### src/lnbr_pkg.sv
// Shared constants for the supply regulator control register bank
package lnbr_pkg;

  // Register indices
  localparam logic [7:0] REG_OUTPUT_SETUP = 8'h00;
  localparam logic [7:0] REG_PROTECT_TONE = 8'h01;
  localparam logic [7:0] REG_STATUS = 8'h02;

  // Reset values
  localparam logic [7:0] OUTPUT_SETUP_RST = 8'h08;
  localparam logic [7:0] PROTECT_TONE_RST = 8'h09;

  // Output setup control fields
  localparam int OS_BUS_CONTROL = 7;
  localparam int OS_FORCED_SW = 6;
  localparam int OS_VCODE_HI = 4;
  localparam int OS_VCODE_LO = 1;
  localparam int OS_WIDE_TONE = 0;

  // Protection and tone control fields
  localparam int PT_TONE_LEVEL = 7;
  localparam int PT_HICCUP_LONG = 6;
  localparam int PT_CURRENT_HIGH = 5;
  localparam int PT_RATE_SELECT = 4;
  localparam int PT_SUPPLY_EN = 3;
  localparam int PT_DETECT_BEH = 2;
  localparam int PT_BYPASS_AUTO = 1;
  localparam int PT_BYPASS_TX = 0;

  // Status fields
  localparam int ST_TONE_GOOD = 6;
  localparam int ST_LDO_ON = 5;
  localparam int ST_HOT = 4;
  localparam int ST_THERMAL = 3;
  localparam int ST_OVERCURRENT = 2;
  localparam int ST_CABLE_GOOD = 1;
  localparam int ST_VOUT_GOOD = 0;

  // Strap code to 7-bit target address
  localparam logic [6:0] BUS_ADDR_0 = 7'h08;
  localparam logic [6:0] BUS_ADDR_1 = 7'h09;
  localparam logic [6:0] BUS_ADDR_2 = 7'h10;
  localparam logic [6:0] BUS_ADDR_3 = 7'h11;

  localparam logic [3:0] BITS_PER_BYTE = 4'h8;

  typedef enum logic [9:0] {
    ST_IDLE      = 10'h001,
    ST_ADDR      = 10'h002,
    ST_ADDR_ACK  = 10'h004,
    ST_WREG      = 10'h008,
    ST_WREG_ACK  = 10'h010,
    ST_WDATA     = 10'h020,
    ST_WDATA_ACK = 10'h040,
    ST_RDATA     = 10'h080,
    ST_RACK      = 10'h100,
    ST_RLOAD     = 10'h200
  } lnbr_state_t;

endpackage

### src/lnbr_regs.sv
// Two-wire target register bank for the supply regulator controls
`timescale 1ns/1ps
// Operation
// - Device acknowledges each byte by holding data low for one clock high.
// - Written value lands at falling clock edge of the data byte's last bit.
// - No register updates accepted while the enable pin is low.
// - Register 0 bit 6 picks power-save or forced switching.
// - Register 0 bits 4..1 hold the output voltage code.
// - Register 0 bit 0 enables the wide tone input and output.
// - Register 0 resets to 0x08.
// - Register 1 resets to 0x09.
// - Register 1 bit 7 picks tone amplitude.
// - Register 1 bit 6 picks short or long hiccup timing.
// - Register 1 bit 5 scales the boost peak current limit.
// - Register 1 bit 4 picks boost switching rate.
// - Register 1 bit 3 enables the regulated supply output.
// - Behaviour bit 0 drives detect output low while tone present.
// - Bypass FET follows transmit bit, or tone activity when auto set.
// - Transmit bit 1 turns bypass FET on, 0 turns it off.
// - Status flags follow conditions live, clearing without bus access.
// - Thermal or overcurrent latches fault low until status is read.
// - Status register 2 holds thermal, overcurrent and good indications.
// - Single strap-chosen 7-bit address; no 10-bit, no general call.
module lnbr_regs
  import lnbr_pkg::*;
(
  // Clock and reset
  input wire logic mclk_in,
  input wire logic rst_in,
  // Serial bus
  input wire logic scl_in,
  input wire logic sda_in,
  output logic sda_out,
  output logic sda_oe_out,
  // Straps and pins
  input wire logic [1:0] addr_strap_in,
  input wire logic enable_pin_in,
  // Analog condition inputs
  input wire logic thermal_shutdown_flag_in,
  input wire logic overcurrent_flag_in,
  input wire logic hot_die_in,
  input wire logic ldo_on_in,
  input wire logic cable_good_in,
  input wire logic vout_good_in,
  input wire logic tone_detect_good_in,
  input wire logic tone_present_in,
  input wire logic tone_tx_active_in,
  // Output setup controls
  output logic output_bus_control_out,
  output logic forced_switching_select_out,
  output logic [3:0] output_voltage_code_out,
  output logic wide_tone_input_select_out,
  // Protection and tone controls
  output logic tone_level_select_out,
  output logic hiccup_long_select_out,
  output logic current_scale_high_out,
  output logic switching_rate_select_out,
  output logic regulated_supply_output_en_out,
  output logic bypass_gate_drive_out,
  output logic detect_out_n_out,
  output logic fault_n_out
);

  typedef struct packed {
    lnbr_state_t state;
    logic scl_p;
    logic sda_p;
    logic [7:0] shift;
    logic [3:0] cnt;
    logic rw;
    logic [7:0] ptr;
    logic [7:0] tx;
    logic [7:0] setup;
    logic [7:0] prot;
    logic sda_lvl;
    logic sda_oe;
    logic fault_n;
    logic strap_done;
    logic [6:0] dev_addr;
    logic gate;
    logic det_n;
  } lnbr_regs_t;

  lnbr_regs_t q;
  lnbr_regs_t n;

  localparam lnbr_regs_t RESET_STATE = '{
    state: ST_IDLE,
    scl_p: 1'b1,
    sda_p: 1'b1,
    shift: 8'h00,
    cnt: 4'h0,
    rw: 1'b0,
    ptr: 8'h00,
    tx: 8'h00,
    setup: OUTPUT_SETUP_RST,
    prot: PROTECT_TONE_RST,
    sda_lvl: 1'b0,
    sda_oe: 1'b0,
    fault_n: 1'b1,
    strap_done: 1'b0,
    dev_addr: BUS_ADDR_0,
    gate: 1'b1,
    det_n: 1'b1
  };

  logic scl_rise;
  logic scl_fall;
  logic bus_start;
  logic bus_stop;
  logic status_read;
  logic [7:0] status_byte;
  logic [7:0] read_byte;

  // Field map sanity: a bad package edit stops elaboration instead of misplacing bits
  if (BITS_PER_BYTE != $bits(read_byte)) begin : g_byte_width
    $error("Bit counter limit must equal the register width");
  end
  if (OS_VCODE_HI - OS_VCODE_LO + 1 != $bits(output_voltage_code_out)) begin : g_vcode_width
    $error("Voltage code field must match its port width");
  end
  if (OS_BUS_CONTROL >= BITS_PER_BYTE || OS_FORCED_SW >= BITS_PER_BYTE
      || OS_VCODE_HI >= BITS_PER_BYTE || OS_WIDE_TONE >= BITS_PER_BYTE) begin : g_setup_fields
    $error("Output setup field lies outside the register");
  end
  if (OS_VCODE_LO <= OS_WIDE_TONE || OS_VCODE_HI >= OS_FORCED_SW
      || OS_FORCED_SW == OS_BUS_CONTROL) begin : g_setup_overlap
    $error("Output setup fields overlap");
  end
  if (PT_TONE_LEVEL >= BITS_PER_BYTE || PT_HICCUP_LONG >= BITS_PER_BYTE
      || PT_CURRENT_HIGH >= BITS_PER_BYTE || PT_RATE_SELECT >= BITS_PER_BYTE
      || PT_SUPPLY_EN >= BITS_PER_BYTE || PT_DETECT_BEH >= BITS_PER_BYTE
      || PT_BYPASS_AUTO >= BITS_PER_BYTE || PT_BYPASS_TX >= BITS_PER_BYTE) begin : g_prot
    $error("Protection and tone field lies outside the register");
  end
  if (ST_TONE_GOOD >= BITS_PER_BYTE || ST_LDO_ON >= BITS_PER_BYTE
      || ST_HOT >= BITS_PER_BYTE || ST_THERMAL >= BITS_PER_BYTE
      || ST_OVERCURRENT >= BITS_PER_BYTE || ST_CABLE_GOOD >= BITS_PER_BYTE
      || ST_VOUT_GOOD >= BITS_PER_BYTE) begin : g_status_fields
    $error("Status field lies outside the register");
  end
  if (REG_OUTPUT_SETUP == REG_PROTECT_TONE || REG_OUTPUT_SETUP == REG_STATUS
      || REG_PROTECT_TONE == REG_STATUS) begin : g_reg_index
    $error("Register indices must differ");
  end
  // A zero address would let the general call match
  if (BUS_ADDR_0 == '0 || BUS_ADDR_1 == '0 || BUS_ADDR_2 == '0
      || BUS_ADDR_3 == '0) begin : g_addr_zero
    $error("Strap address must not be the general call address");
  end
  if (BUS_ADDR_0 == BUS_ADDR_1 || BUS_ADDR_0 == BUS_ADDR_2 || BUS_ADDR_0 == BUS_ADDR_3
      || BUS_ADDR_1 == BUS_ADDR_2 || BUS_ADDR_1 == BUS_ADDR_3
      || BUS_ADDR_2 == BUS_ADDR_3) begin : g_addr_unique
    $error("Strap addresses must differ");
  end
  // Reserved detect code must never come out of reset
  if (PROTECT_TONE_RST[PT_DETECT_BEH]) begin : g_detect_rst
    $error("Detect behaviour bit must reset to zero");
  end

  always_comb begin
    scl_rise = scl_in & ~q.scl_p;
    scl_fall = ~scl_in & q.scl_p;
    bus_start = scl_in & q.scl_p & q.sda_p & ~sda_in;
    bus_stop = scl_in & q.scl_p & ~q.sda_p & sda_in;
    // Live condition flags, nothing latched here
    status_byte = 8'h00;
    status_byte[ST_TONE_GOOD] = tone_detect_good_in;
    status_byte[ST_LDO_ON] = ldo_on_in;
    status_byte[ST_HOT] = hot_die_in;
    status_byte[ST_THERMAL] = thermal_shutdown_flag_in;
    status_byte[ST_OVERCURRENT] = overcurrent_flag_in;
    status_byte[ST_CABLE_GOOD] = cable_good_in;
    status_byte[ST_VOUT_GOOD] = vout_good_in;
    unique case (q.ptr)
      REG_OUTPUT_SETUP: read_byte = q.setup;
      REG_PROTECT_TONE: read_byte = q.prot;
      REG_STATUS: read_byte = status_byte;
      default: read_byte = 8'h00;
    endcase
  end

  always_comb begin
    n = q;
    status_read = 1'b0;
    n.scl_p = scl_in;
    n.sda_p = sda_in;
    n.sda_lvl = 1'b0;
    // Strap caught once after reset release
    if (!q.strap_done) begin
      n.strap_done = 1'b1;
      unique case (addr_strap_in)
        2'h0: n.dev_addr = BUS_ADDR_0;
        2'h1: n.dev_addr = BUS_ADDR_1;
        2'h2: n.dev_addr = BUS_ADDR_2;
        2'h3: n.dev_addr = BUS_ADDR_3;
      endcase
    end
    if (bus_start) begin
      n.state = ST_ADDR;
      n.cnt = 4'h0;
      n.sda_oe = 1'b0;
    end else if (bus_stop) begin
      n.state = ST_IDLE;
      n.sda_oe = 1'b0;
    end else begin
      unique case (q.state)
        ST_IDLE: begin
          n.sda_oe = 1'b0;
        end
        ST_ADDR, ST_WREG, ST_WDATA: begin
          if (scl_rise) begin
            n.shift = {q.shift[6:0], sda_in};
            n.cnt = q.cnt + 4'h1;
          end else if (scl_fall && q.cnt == BITS_PER_BYTE) begin
            n.cnt = 4'h0;
            n.sda_oe = 1'b1;
            if (q.state == ST_ADDR) begin
              // Ten-bit headers and general call never match
              if (q.shift[7:1] == q.dev_addr) begin
                n.rw = q.shift[0];
                n.state = ST_ADDR_ACK;
              end else begin
                n.sda_oe = 1'b0;
                n.state = ST_IDLE;
              end
            end else if (q.state == ST_WREG) begin
              n.ptr = q.shift;
              n.state = ST_WREG_ACK;
            end else begin
              // Byte lands at the last bit's falling edge
              if (enable_pin_in) begin
                if (q.ptr == REG_OUTPUT_SETUP) begin
                  n.setup = q.shift;
                end else if (q.ptr == REG_PROTECT_TONE) begin
                  n.prot = q.shift;
                end
              end
              n.state = ST_WDATA_ACK;
            end
          end
        end
        ST_ADDR_ACK, ST_RLOAD: begin
          if (scl_fall) begin
            n.cnt = 4'h0;
            if (q.state == ST_RLOAD || q.rw) begin
              n.tx = read_byte;
              n.sda_oe = ~read_byte[7];
              status_read = (q.ptr == REG_STATUS);
              n.state = ST_RDATA;
            end else begin
              n.sda_oe = 1'b0;
              n.state = ST_WREG;
            end
          end
        end
        ST_WREG_ACK, ST_WDATA_ACK: begin
          if (scl_fall) begin
            n.sda_oe = 1'b0;
            n.cnt = 4'h0;
            n.state = ST_WDATA;
          end
        end
        ST_RDATA: begin
          if (scl_rise) begin
            n.tx = {q.tx[6:0], 1'b0};
            n.cnt = q.cnt + 4'h1;
          end else if (scl_fall) begin
            if (q.cnt == BITS_PER_BYTE) begin
              n.sda_oe = 1'b0;
              n.state = ST_RACK;
            end else begin
              n.sda_oe = ~q.tx[7];
            end
          end
        end
        ST_RACK: begin
          // Controller nack ends the read; ack repeats the register
          if (scl_rise) begin
            n.state = sda_in ? ST_IDLE : ST_RLOAD;
          end
        end
        default: begin
          n.state = ST_IDLE;
          n.sda_oe = 1'b0;
        end
      endcase
    end
    // New fault beats a simultaneous status read
    n.fault_n = ~((~q.fault_n & ~status_read)
                  | thermal_shutdown_flag_in | overcurrent_flag_in);
    if (q.prot[PT_BYPASS_AUTO]) begin
      n.gate = tone_tx_active_in;
    end else begin
      n.gate = q.prot[PT_BYPASS_TX];
    end
    // Reserved behaviour code leaves the detect output idle
    n.det_n = ~(tone_present_in & ~q.prot[PT_DETECT_BEH]);
  end

  always_ff @(posedge mclk_in or posedge rst_in) begin
    if (rst_in) begin
      q <= RESET_STATE;
    end else begin
      q <= n;
    end
  end

  assign sda_out = q.sda_lvl;
  assign sda_oe_out = q.sda_oe;
  assign output_bus_control_out = q.setup[OS_BUS_CONTROL];
  assign forced_switching_select_out = q.setup[OS_FORCED_SW];
  assign output_voltage_code_out = q.setup[OS_VCODE_HI:OS_VCODE_LO];
  assign wide_tone_input_select_out = q.setup[OS_WIDE_TONE];
  assign tone_level_select_out = q.prot[PT_TONE_LEVEL];
  assign hiccup_long_select_out = q.prot[PT_HICCUP_LONG];
  assign current_scale_high_out = q.prot[PT_CURRENT_HIGH];
  assign switching_rate_select_out = q.prot[PT_RATE_SELECT];
  assign regulated_supply_output_en_out = q.prot[PT_SUPPLY_EN];
  assign bypass_gate_drive_out = q.gate;
  assign detect_out_n_out = q.det_n;
  assign fault_n_out = q.fault_n;

endmodule // lnbr_regs

### config.mk
export PLATFORM = sky130hd
export DESIGN_NAME = lnbr_regs
export DESIGN_NICKNAME = d
export VERILOG_FILES = /design/src/lnbr_pkg.sv /design/src/lnbr_regs.sv
export SDC_FILE = /design/constraint.sdc
export NUM_CORES = 1
export LEC_CHECK = 0
export ABC_AREA = 1
export ABC_CLOCK_PERIOD_IN_PS = 2100
export BUFFER_PORTS_ARGS = -buffer_cell sky130_fd_sc_hd__buf_2
export CAP_MARGIN = 40
export CELL_PAD_IN_SITES_DETAIL_PLACEMENT = 1
export CELL_PAD_IN_SITES_GLOBAL_PLACEMENT = 1
export CORE_MARGIN = 4
export CORE_UTILIZATION = 44
export CTS_CLUSTER_SIZE = 8
export DETAILED_ROUTE_END_ITERATION = 8
export PLACE_DENSITY = 0.78
export SETUP_SLACK_MARGIN = 0.15
export SYNTH_ARGS = -nofsm -noshare
export SYNTH_HDL_FRONTEND = slang
export SYNTH_SLANG_ARGS = --single-unit
export TNS_END_PERCENT = 30
### constraint.sdc
create_clock -name mclk_in -period 2.1 [get_ports mclk_in]
set_input_delay 0.105 -clock mclk_in [delete_from_list [all_inputs] [get_ports mclk_in]]
set_output_delay 0.105 -clock mclk_in [all_outputs]
set_load 0.005 [all_outputs]
==> metrics.md, run 1 <==
| Metric | Value |
|---|---|
| Worst setup path end | `q[61]` |
| Worst EP required | `2.34 ns` |
| DRT iter0 DRCs | `80` |
| Yosys warnings | `0` |
| Worst Path Max Fanout | `7` |
| RR Startpoint | `q[58]` |
| First-pass GRT wire length | `17400 um` |
| CP Data Arrival Time | `2.12 ns` |
| CTS H-tree depth | `3` |
| Total CTS buffers | `9` |
| Total design power | `4.12 mW` |
| Die Span Y | `99.9 um` |
| Top cell type's share of synthesized area | `0.370` |
| Global-route usage over all layers | `0.221` |
| Delay-heaviest family, CP | `simple AND/OR/NAND/NOR gates` |
| Area Growth Syn to Fin | `19.3%` |
| Seq/Total Area, Yosys | `0.441` |
| Crit path max-delay cell type | `dfstp_2` |
| Crit path cell chain | `nand3_1, nor2_2, nor2_1, nand3_1, nand2_1, a21oi_2, nand3_4, buf_4, nand2_1, nand2_1` |
| Final Setup Violations | `0` |
| Grt total ovfl | `0` |
| Area occupied by multi-input gates | `1830 um2` |
| Most frequent cell after synthesis | `nand2_1` |
| Final period util | `0.895` |
| Largest net degree at the start of global routing | `66` |
| Lkg Pwr | `2.22 nW` |
| Ys flop type | `dfrtp_1` |
| Most common cell on crit path | `nand2_1` |
| Clk Tree Root Cell | `clkbuf_8` |
| Hold_sp | `enable_pin_in` |
| CTS clk-pin slew, worst paths | `0.09 ns` |
| Fmax | `532 MHz` |
| Drc violations | `0` |
| IO buf count | `31` |
| Dpl hpwl | `7640 um` |
| Reg2reg end | `q[61]` |
| Clock Path Buffers | `2` |
| Cell count along the critical path | `10` |
| Storage cell area | `1640 um2` |
| Post-synth ARST share | `1.00` |
| Total I/O pin count | `33` |
| RSZ-0062 raised after global routing | `true` |
| CTS tree | `done` |
| Main area contributors after synthesis | `dfrtp_1 37%, nand2_1 14%, dfstp_2 7.1%` |
| Post-DRT Antenna Nets | `0` |
| R2r setup slk | `0.22 ns` |
| PwrDens | `928 nW/um2` |
| Starting density of the core | `0.453` |
| Routed wire length | `10600 um` |
| Outcome | `finished, final reports clean` |
| Pre-Repair DR Iteration Count | `4` |
| Post-synth top cells | `143 x nand2_1, 55 x dfrtp_1, 51 x inv_1` |
| DR vias | `3320` |
| Clock Skew | `0.0158 ns` |
| Final setup TNS | `0 ns` |
| Post-synthesis instance total | `483` |
| Inserted Diodes | `0` |
| Syn_nets | `501` |
| Sink Count | `65` |
| Clock latency on the worst-skew pair | `0.35 ns` |
| Mean Syn Cell Area | `7.70 um2` |
| Rel. slew slack | `0.641` |
| EDFF count, synth | `0` |
| Vias in the first global route | `3386` |
| Vias per inst | `5.12` |
| Peak supply drop | `0.326 mV` |
| Mapped Area | `3720 um2` |
| Critical Path Start | `q[58]` |
| Die area | `9990 um2` |
| CP Capture Type | `flip-flop` |
| Slew Limit Fails | `0` |
| Crit path buf inv count | `1` |
| Final hold violation count | `0` |
| Max cap viols | `0` |
| Worst-margin pin slew | `0.533 ns` |
| Tmin final | `1.88 ns` |
| Fill cell total of the finished layout | `1035` |
| FF+latch count, synth | `65` |
| Initial antenna violation count | `0` |
| Share of cells above drive strength 1 | `0.256` |
| Kind of critical path | `reg2reg` |
| Placer Congestion | `0.908` |
| Core ar. | `8220 um2` |
| Nets | `557` |
| FF-to-FF path depth | `10` |
| Largest area contributor in the netlist | `dfrtp_1` |
| Crit path launch type | `flip-flop` |
| Critical Path Max Stage Delay | `0.55 ns` |
| Hold Path Class | `in2reg` |
| Count of cell types in the netlist | `36` |
| Rows | `33` |
| Routed len/inst | `16.4 um` |
| Die width | `99.9 um` |
worst min path at each step:
stage | endpoint | slack [ns] | cells past startpoint
floorplan | q[58] | 0.11 | 0
global placement | q[46] | 0.21 | 3
detailed placement | q[6] | 0.21 | 3
CTS | output_voltage_code_out[2] | 0.18 | 3
global route | regulated_supply_output_en_out | 0.21 | 4
finish | output_voltage_code_out[2] | 0.19 | 3
power by group:
part,switching (mW),internal (mW)
Clock,0.528,0.582
Sequential,0.114,1.40
Combinational,0.984,0.512
Total,1.63,2.49
per-layer routing:
| layer | vias up | global-route usage | share of wire |
|---|---|---|---|
| met2 | 31 | 0.363 | 0.49 |
| li1 | 1649 | - | - |
| met3 | 10 | 0.0320 | 0.027 |
| met4 | 0 | 0.0504 | 0.011 |
| met1 | 1630 | 0.311 | 0.48 |
| met5 | - | 0 | 0 |
registers in the layout, summed over array words and instances (netlist names):
register and count:
regulated_supply_output_en_out 1, forced_switching_select_out 1, fault_n_out 1, bypass_gate_drive_out 1
current_scale_high_out 1, output_bus_control_out 1, wide_tone_input_select_out 1, output_voltage_code_out 4
detect_out_n_out 1, switching_rate_select_out 1, sda_oe_out 1, tone_level_select_out 1
q 49, hiccup_long_select_out 1
tightest hold or removal path, stage by stage:
cell     delay [ns]
buf_2          0.14
nand4_4        0.21
o21ai_1        0.08
through the flow:
step | cells | util | hold WS, ns | setup WS [ns] | area [um2]
3_3_place_gp | 611 | 0.483 | 0.206 | 0.0765 | 3970
2_1_floorplan | 483 | - | 0.109 | 0.385 | 3720
6_report | 649 | 0.540 | 0.193 | 0.221 | 4440
5_1_grt | 649 | 0.540 | 0.210 | 0.0776 | 4440
3_5_place_dp | 611 | 0.483 | 0.207 | 0.0335 | 3970
4_1_cts | 636 | 0.519 | 0.184 | 0.0618 | 4260
final cells by class:
cell class | instances | share of cell area
Multi-Input combinational cell | 347 | 0.413
Sequential cell | 65 | 0.370
Timing Repair Buffer | 58 | 0.0922
Inverter | 58 | 0.0491
Clock buffer | 10 | 0.0310
Tap cell | 105 | 0.0296
Clock inverter | 6 | 0.0149
logic make-up (layout without fill, tap and decap cells):
kind of cell / Yosys count / in the layout / share of synthesized area
DFF: 65 / 65 / 0.441
AOI/OAI and AO/OA: 63 / 63 / 0.0979
xor gates and xnor gates: 5 / 5 / 0.0118
buffers and inverters: 72 / 132 / 0.0851
other: 2 / 2 / 0.00202
and+or+nand+nor: 274 / 275 / 0.356
adders and majority gates: 2 / 2 / 0.00673
what timing repair did:
action	in CTS	in global routing
hold endpoints to repair	63	0
gates resized for setup	1	18
cloned	0	1
setup endpoints to repair	17	43
hold buffers	9	0
buffers inserted	0	12
pin swaps	0	9
cell usage in the layout (no fill, tap or decap), drive strengths merged:
cell	instances
a21oi	4
buf	49
bufinv	1
clkbuf	10
clkinv	1
clkinvlp	3
conb	2
dfrtp	55
dfstp	10
dlygate4sd3	9
ha	2
inv	59
nand2	154
nand3	52
nand3b	1
nand4	7
nor2	53
nor3	7
nor4	1
o211ai	1
o21a	2
o21ai	56
xnor2	1
xor2	4
Power figures use the tool's default switching activity.
==> run 2, diff against run 1 <==
- ABC_CLOCK_PERIOD_IN_PS: 2100 -> default
- PLACE_DENSITY: 0.78 -> 0.77
- clock period: 2.1 -> 1.8 ns (I/O delays scaled with it)
==> run 2 against run 1 <==
The run now ends with negative setup slack left. Count of clock-buffer cells in the layout increased by 2. Sequential power increased by 17%. Hold slack got worse by 0.062 ns. Cell count increased by 7.1%. Register-to-register slack got worse by 0.37 ns. Cell area increased by 19%. Sequential cell count unchanged. Critical endpoint is now q[62]. First-iteration DRC count increased to 4.6 times the previous value. Wire length increased by 49%.
==> metrics.md, run 2 (same netlist as run 1, synthesis figures left out) <==
| Metric | Value |
|---|---|
| Outcome | `complete, but fails checks` |
| Failing checks | `negative setup slack` |
| Rows | `33` |
| Clk Tree Root Cell | `clkbuf_8` |
| Post-DRT Antenna Nets | `0` |
| Global-route usage over all layers | `0.299` |
| Share of cells above drive strength 1 | `0.441` |
| Sw frac | `0.407` |
| Max cap viols | `0` |
| Reg2reg end | `q[62]` |
| Routed len/inst | `22.8 um` |
| Grt total ovfl | `0` |
| Die Span Y | `99.9 um` |
| Hold Path Class | `in2reg` |
| Dpl hpwl | `8350 um` |
| Sequential share of power | `0.303` |
| Worst Path Max Fanout | `7` |
| Clock Power Share | `0.258` |
| NetSw | `2.38 mW` |
| Commonest non-fill, non-tap cell in the layout | `nand2_1` |
| Peak supply drop | `0.545 mV` |
| CTS H-tree depth | `3` |
| Core ar. | `8220 um2` |
| Slew Limit Fails | `0` |
| Area Growth Syn to Fin | `41.9%` |
| Critical Path Start | `q[62]` |
| CP Capture Type | `flip-flop` |
| Rel. slew slack | `0.622` |
| Worst setup path end | `q[62]` |
| CTS clk-pin slew, worst paths | `0.09 ns` |
| Clock Path Buffers | `2` |
| Final period util | `1.08` |
| Pre-Repair DR Iteration Count | `8` |
| Combinational share of power | `0.439` |
| RSZ-0062 raised after global routing | `true` |
| PwrDens | `1110 nW/um2` |
| RR Startpoint | `q[62]` |
| Sink Count | `65` |
| Final hold violation count | `0` |
| CTS tree | `done` |
| Vias per inst | `5.78` |
| Kind of critical path | `reg2reg` |
| Worst-margin pin slew | `0.565 ns` |
| Total I/O pin count | `33` |
| DR vias | `4018` |
| FF-to-FF path depth | `11` |
| Tmin final | `1.95 ns` |
| Starting density of the core | `0.453` |
| Post-place setup slack | `-0.155 ns` |
| Routed wire length | `15900 um` |
| Commonest non-fill, non-tap cells in the layout | `102 x nand2_1, 53 x dfrtp_1, 45 x buf_4, 43 x inv_1, 38 x nand3_1` |
| Fmax | `514 MHz` |
| Clock latency on the worst-skew pair | `0.36 ns` |
| Core Util, Final | `0.642` |
| Int Pwr | `3.48 mW` |
| Vias in the first global route | `4235` |
| Worst EP required | `2.07 ns` |
| Final Setup Violations | `38` |
| Die width | `99.9 um` |
| DRT iter0 DRCs | `365` |
| Hold_sp | `enable_pin_in` |
| Area of placed instances | `4230 um2` |
| First-pass GRT wire length | `22900 um` |
| Biggest register | `q` |
| Clock Skew | `0.0235 ns` |
| Nets | `602` |
| Total CTS buffers | `9` |
| Placer Congestion | `0.911` |
| Lkg Pwr | `2.59 nW` |
| Crit path launch type | `flip-flop` |
| IO buf count | `31` |
| Max FFs per register | `49` |
| Total design power | `5.86 mW` |
| Largest net degree at the start of global routing | `28` |
| Drc violations | `0` |
| R2r setup slk | `-0.15 ns` |
| Setup WS post-layout | `-0.146 ns` |
| Die area | `9990 um2` |
| Initial antenna violation count | `1` |
| Fin area | `5280 um2` |
| Hold Worst Slack | `0.130 ns` |
| CP Data Arrival Time | `2.21 ns` |
[run 2: cell count changes in the layout (fill, tap and decap cells not counted), sizes merged]
cell,delta
diode,+1
buf,+43
clkinv,+1
clkbuf,+3
bufinv,+1
nand4,+1
clkinvlp,-2
inv,-2
[run 2: repair_timing]
action                     4_1_cts  5_1_grt
hold buffers                     9        0
setup endpoints to repair       57       57
pin swaps                       45       33
buffers inserted                14        7
gates cloned                     4        0
hold endpoints to repair        28        0
gates resized for setup         90       59
[run 2: layer usage]
layer,vias to the layer above,track usage,part of all wire
met5,-,0,0
met4,0,0.137,0.059
met3,79,0.0486,0.057
met2,196,0.531,0.50
met1,2006,0.353,0.38
li1,1737,-,-
[run 2: critical path, cell delays in order (launching register included)]
cell,delay [ns]
dfrtp_1,0.42
nor2_4,0.27
nand3_4,0.15
nor2_4,0.21
buf_6,0.13
nand3_2,0.05
nand2_2,0.14
a21oi_4,0.07
nand3_4,0.18
nand2_1,0.09
nand2_1,0.09
inv_1,0.04
[run 2: how the worst min path moves through the flow]
stage / slack (ns) / cells past startpoint / to
6_report: 0.13 / 3 / output_voltage_code_out[2]
5_1_grt: 0.13 / 3 / output_voltage_code_out[2]
4_1_cts: 0.12 / 4 / q[69]
3_5_place_dp: 0.18 / 2 / q[9]
3_3_place_gp: 0.17 / 2 / q[2]
2_1_floorplan: 0.09 / 0 / q[58]
[run 2: power groups by stage]
stage / clock network, mW / registers, mW / logic (mW)
3_5_place_dp: 0 / 1.77 / 1.67
6_report: 1.51 / 1.77 / 2.57
3_3_place_gp: 0 / 1.76 / 1.60
5_1_grt: 1.60 / 1.79 / 2.77
2_1_floorplan: 0 / 1.76 / 1.14
4_1_cts: 1.51 / 1.76 / 2.07
[run 2: through the flow]
| step | cells | TNS [ns] |
|---|---|---|
| after floorplan | 483 | 0 |
| after global placement | 644 | -0.468 |
| after detailed placement | 644 | -2.02 |
| after CTS | 687 | 0 |
| after global routing | 695 | -6.38 |
| final | 695 | -3.08 |
[run 2: layout make-up]
class,count,area (um2)
Clock inverter,4,73.8
Fill cell,1006,2940
Sequential cell,65,1640
Multi-Input combinational cell,348,2210
Timing Repair Buffer,102,822
Clock buffer,12,165
Tap cell,105,131
Antenna cell,1,2.50
Inverter,58,234
==> run 3, diff against run 2 <==
- CORE_UTILIZATION: 44 -> 35
- PLACE_DENSITY: 0.77 -> 0.64
- RECOVER_POWER: default -> 50
==> run 3 against run 2 <==
Worst setup slack gained 0.044 ns. Sequential cell count is the same. Cell area grew 1.2%. Utilization shrank 13 points. Sequential power is essentially flat. The run still ends with negative setup slack left. Critical path depth is the same. Cell count grew 5.3%. Sequential share of layout area shrank 0.33 points. Largest power group unchanged. Count of clock-buffer cells in the layout grew 1. Hold slack gained 0.027 ns. Non-clock buffer count grew 8. Clock skew grew 0.0017 ns.
==> metrics.md, run 3 (same netlist as run 1, synthesis figures left out) <==
| Metric | Value |
|---|---|
| Slew Limit Fails | `0` |
| Placer Congestion | `0.859` |
| Routed wire length | `12700 um` |
| Clk Tree Root Cell | `clkbuf_8` |
| Worst-margin pin slew | `1.05 ns` |
| Fill cell total of the finished layout | `1274` |
| Outcome | `complete, but fails checks` |
| Starting density of the core | `0.360` |
| Final hold violation count | `0` |
| Fmax | `526 MHz` |
| Fin cells | `732` |
| Final setup TNS | `-0.768 ns` |
| Nets | `610` |
| Commonest non-fill, non-tap cell in the layout | `nand2_1` |
| First-pass GRT wire length | `20100 um` |
| Total I/O pin count | `33` |
| Max cap viols | `0` |
| Hold Path Class | `in2reg` |
| CTS clk-pin slew, worst paths | `0.08 ns` |
| Sink Count | `65` |
| Core ar. | `10300 um2` |
| Share of cells above drive strength 1 | `0.413` |
| Post-DRT Antenna Nets | `0` |
| Worst EP required | `2.04 ns` |
| Vias in the first global route | `3949` |
| Final period util | `1.06` |
| Largest net degree at the start of global routing | `44` |
| Drc violations | `0` |
| CP Capture Type | `flip-flop` |
| PwrDens | `1040 nW/um2` |
| Global-route usage over all layers | `0.201` |
| IO buf count | `31` |
| Total CTS buffers | `9` |
| Tmin final | `1.90 ns` |
| Routed len/inst | `17.3 um` |
| Dpl hpwl | `8270 um` |
| Inserted Diodes | `0` |
| Setup WS post-layout | `-0.102 ns` |
| Pre-Repair DR Iteration Count | `4` |
| Final Setup Violations | `16` |
| Grt total ovfl | `0` |
| Kind of critical path | `reg2reg` |
| Die Span Y | `111 um` |
| Crit path launch type | `flip-flop` |
| Die area | `12300 um2` |
| DRT iter0 DRCs | `168` |
| Commonest non-fill, non-tap cells in the layout | `109 x nand2_1, 52 x dfrtp_1, 46 x buf_4, 43 x inv_1, 39 x nand3_1` |
| Failing checks | `negative setup slack` |
| Die width | `111 um` |
| Placed insts | `678` |
| Worst Path Max Fanout | `4` |
| Biggest register | `q` |
| CTS tree | `done` |
| Lkg Pwr | `2.59 nW` |
| Initial antenna violation count | `0` |
| Clock Skew | `0.0252 ns` |
| CTS H-tree depth | `3` |
| Max FFs per register | `49` |
| DR vias | `3615` |
| CP Data Arrival Time | `2.14 ns` |
| Clock Path Buffers | `2` |
| Rel. slew slack | `0.299` |
| Storage cell area | `1640 um2` |
| RSZ-0062 raised after global routing | `true` |
| Rows | `37` |
| R2r setup slk | `-0.10 ns` |
| Clock latency on the worst-skew pair | `0.35 ns` |
| Area Growth Syn to Fin | `43.6%` |
| Vias per inst | `4.94` |
| Post-place setup slack | `-0.131 ns` |
| Peak supply drop | `0.588 mV` |
| Area occupied by multi-input gates | `2210 um2` |
==> run 3: worst paths after layout <==
kind,startpoint,to,depth (start not counted)
setup / recovery,q[59],q[62],11
hold / removal,enable_pin_in,wide_tone_input_select_out,3
setup reg to reg,q[59],q[62],11
hold reg to reg,q[13],q[13],2
max in group asynchronous,rst_in,q[67],4
min in group asynchronous,rst_in,q[47],3
==> run 3: critical path, stage by stage, from the launching register on <==
cell     delay, ns
dfstp_2       0.55
nand2_2       0.07
nor3_4        0.29
inv_2         0.11
nand3_4       0.12
nand2_4       0.07
inv_2         0.06
nand2_2       0.07
nor2_2        0.22
nand3_1       0.14
nand2_1       0.08
inv_1         0.04
==> run 3: through the flow <==
step | util | cell area (um2) | total power [mW] | hold slack, ns
3_3_place_gp | 0.414 | 4280 | 3.42 | 0.167
4_1_cts | 0.484 | 5000 | 5.08 | 0.136
2_1_floorplan | - | 3720 | 2.90 | 0.0945
6_report | 0.517 | 5340 | 5.53 | 0.157
3_5_place_dp | 0.414 | 4280 | 3.47 | 0.174
5_1_grt | 0.517 | 5340 | 5.92 | 0.153
==> run 3: final cells by class <==
type,instances,area share
timing repair buffer,110,0.170
multi-input combinational,348,0.414
tap,136,0.0319
clock inverter,2,0.00258
sequential,65,0.308
clock buffer,13,0.0316
inverter,58,0.0424
==> run 3: power breakdown <==
part,internal [mW],switching [mW]
Combinational,1.08,1.51
Clock,0.607,0.576
Sequential,1.63,0.125
Total,3.32,2.21
==> run 3: per-layer routing <==
| layer | wire (um) | part of all wire | vias to the layer above | GRT usage |
|---|---|---|---|---|
| met4 | 301 | 0.024 | 0 | 0.0649 |
| met1 | 5550 | 0.44 | 1779 | 0.263 |
| met5 | 0 | 0 | - | 0 |
| met2 | 6450 | 0.51 | 58 | 0.339 |
| met3 | 352 | 0.028 | 21 | 0.0355 |
| li1 | - | - | 1757 | - |
==> run 3: repair_timing <==
item	in CTS	in global routing
gates resized for setup	74	66
gates cloned	4	0
endpoints found under the hold margin	28	0
setup buffers	14	12
hold buffers	9	0
pin swaps	38	32
setup endpoints to repair	49	57
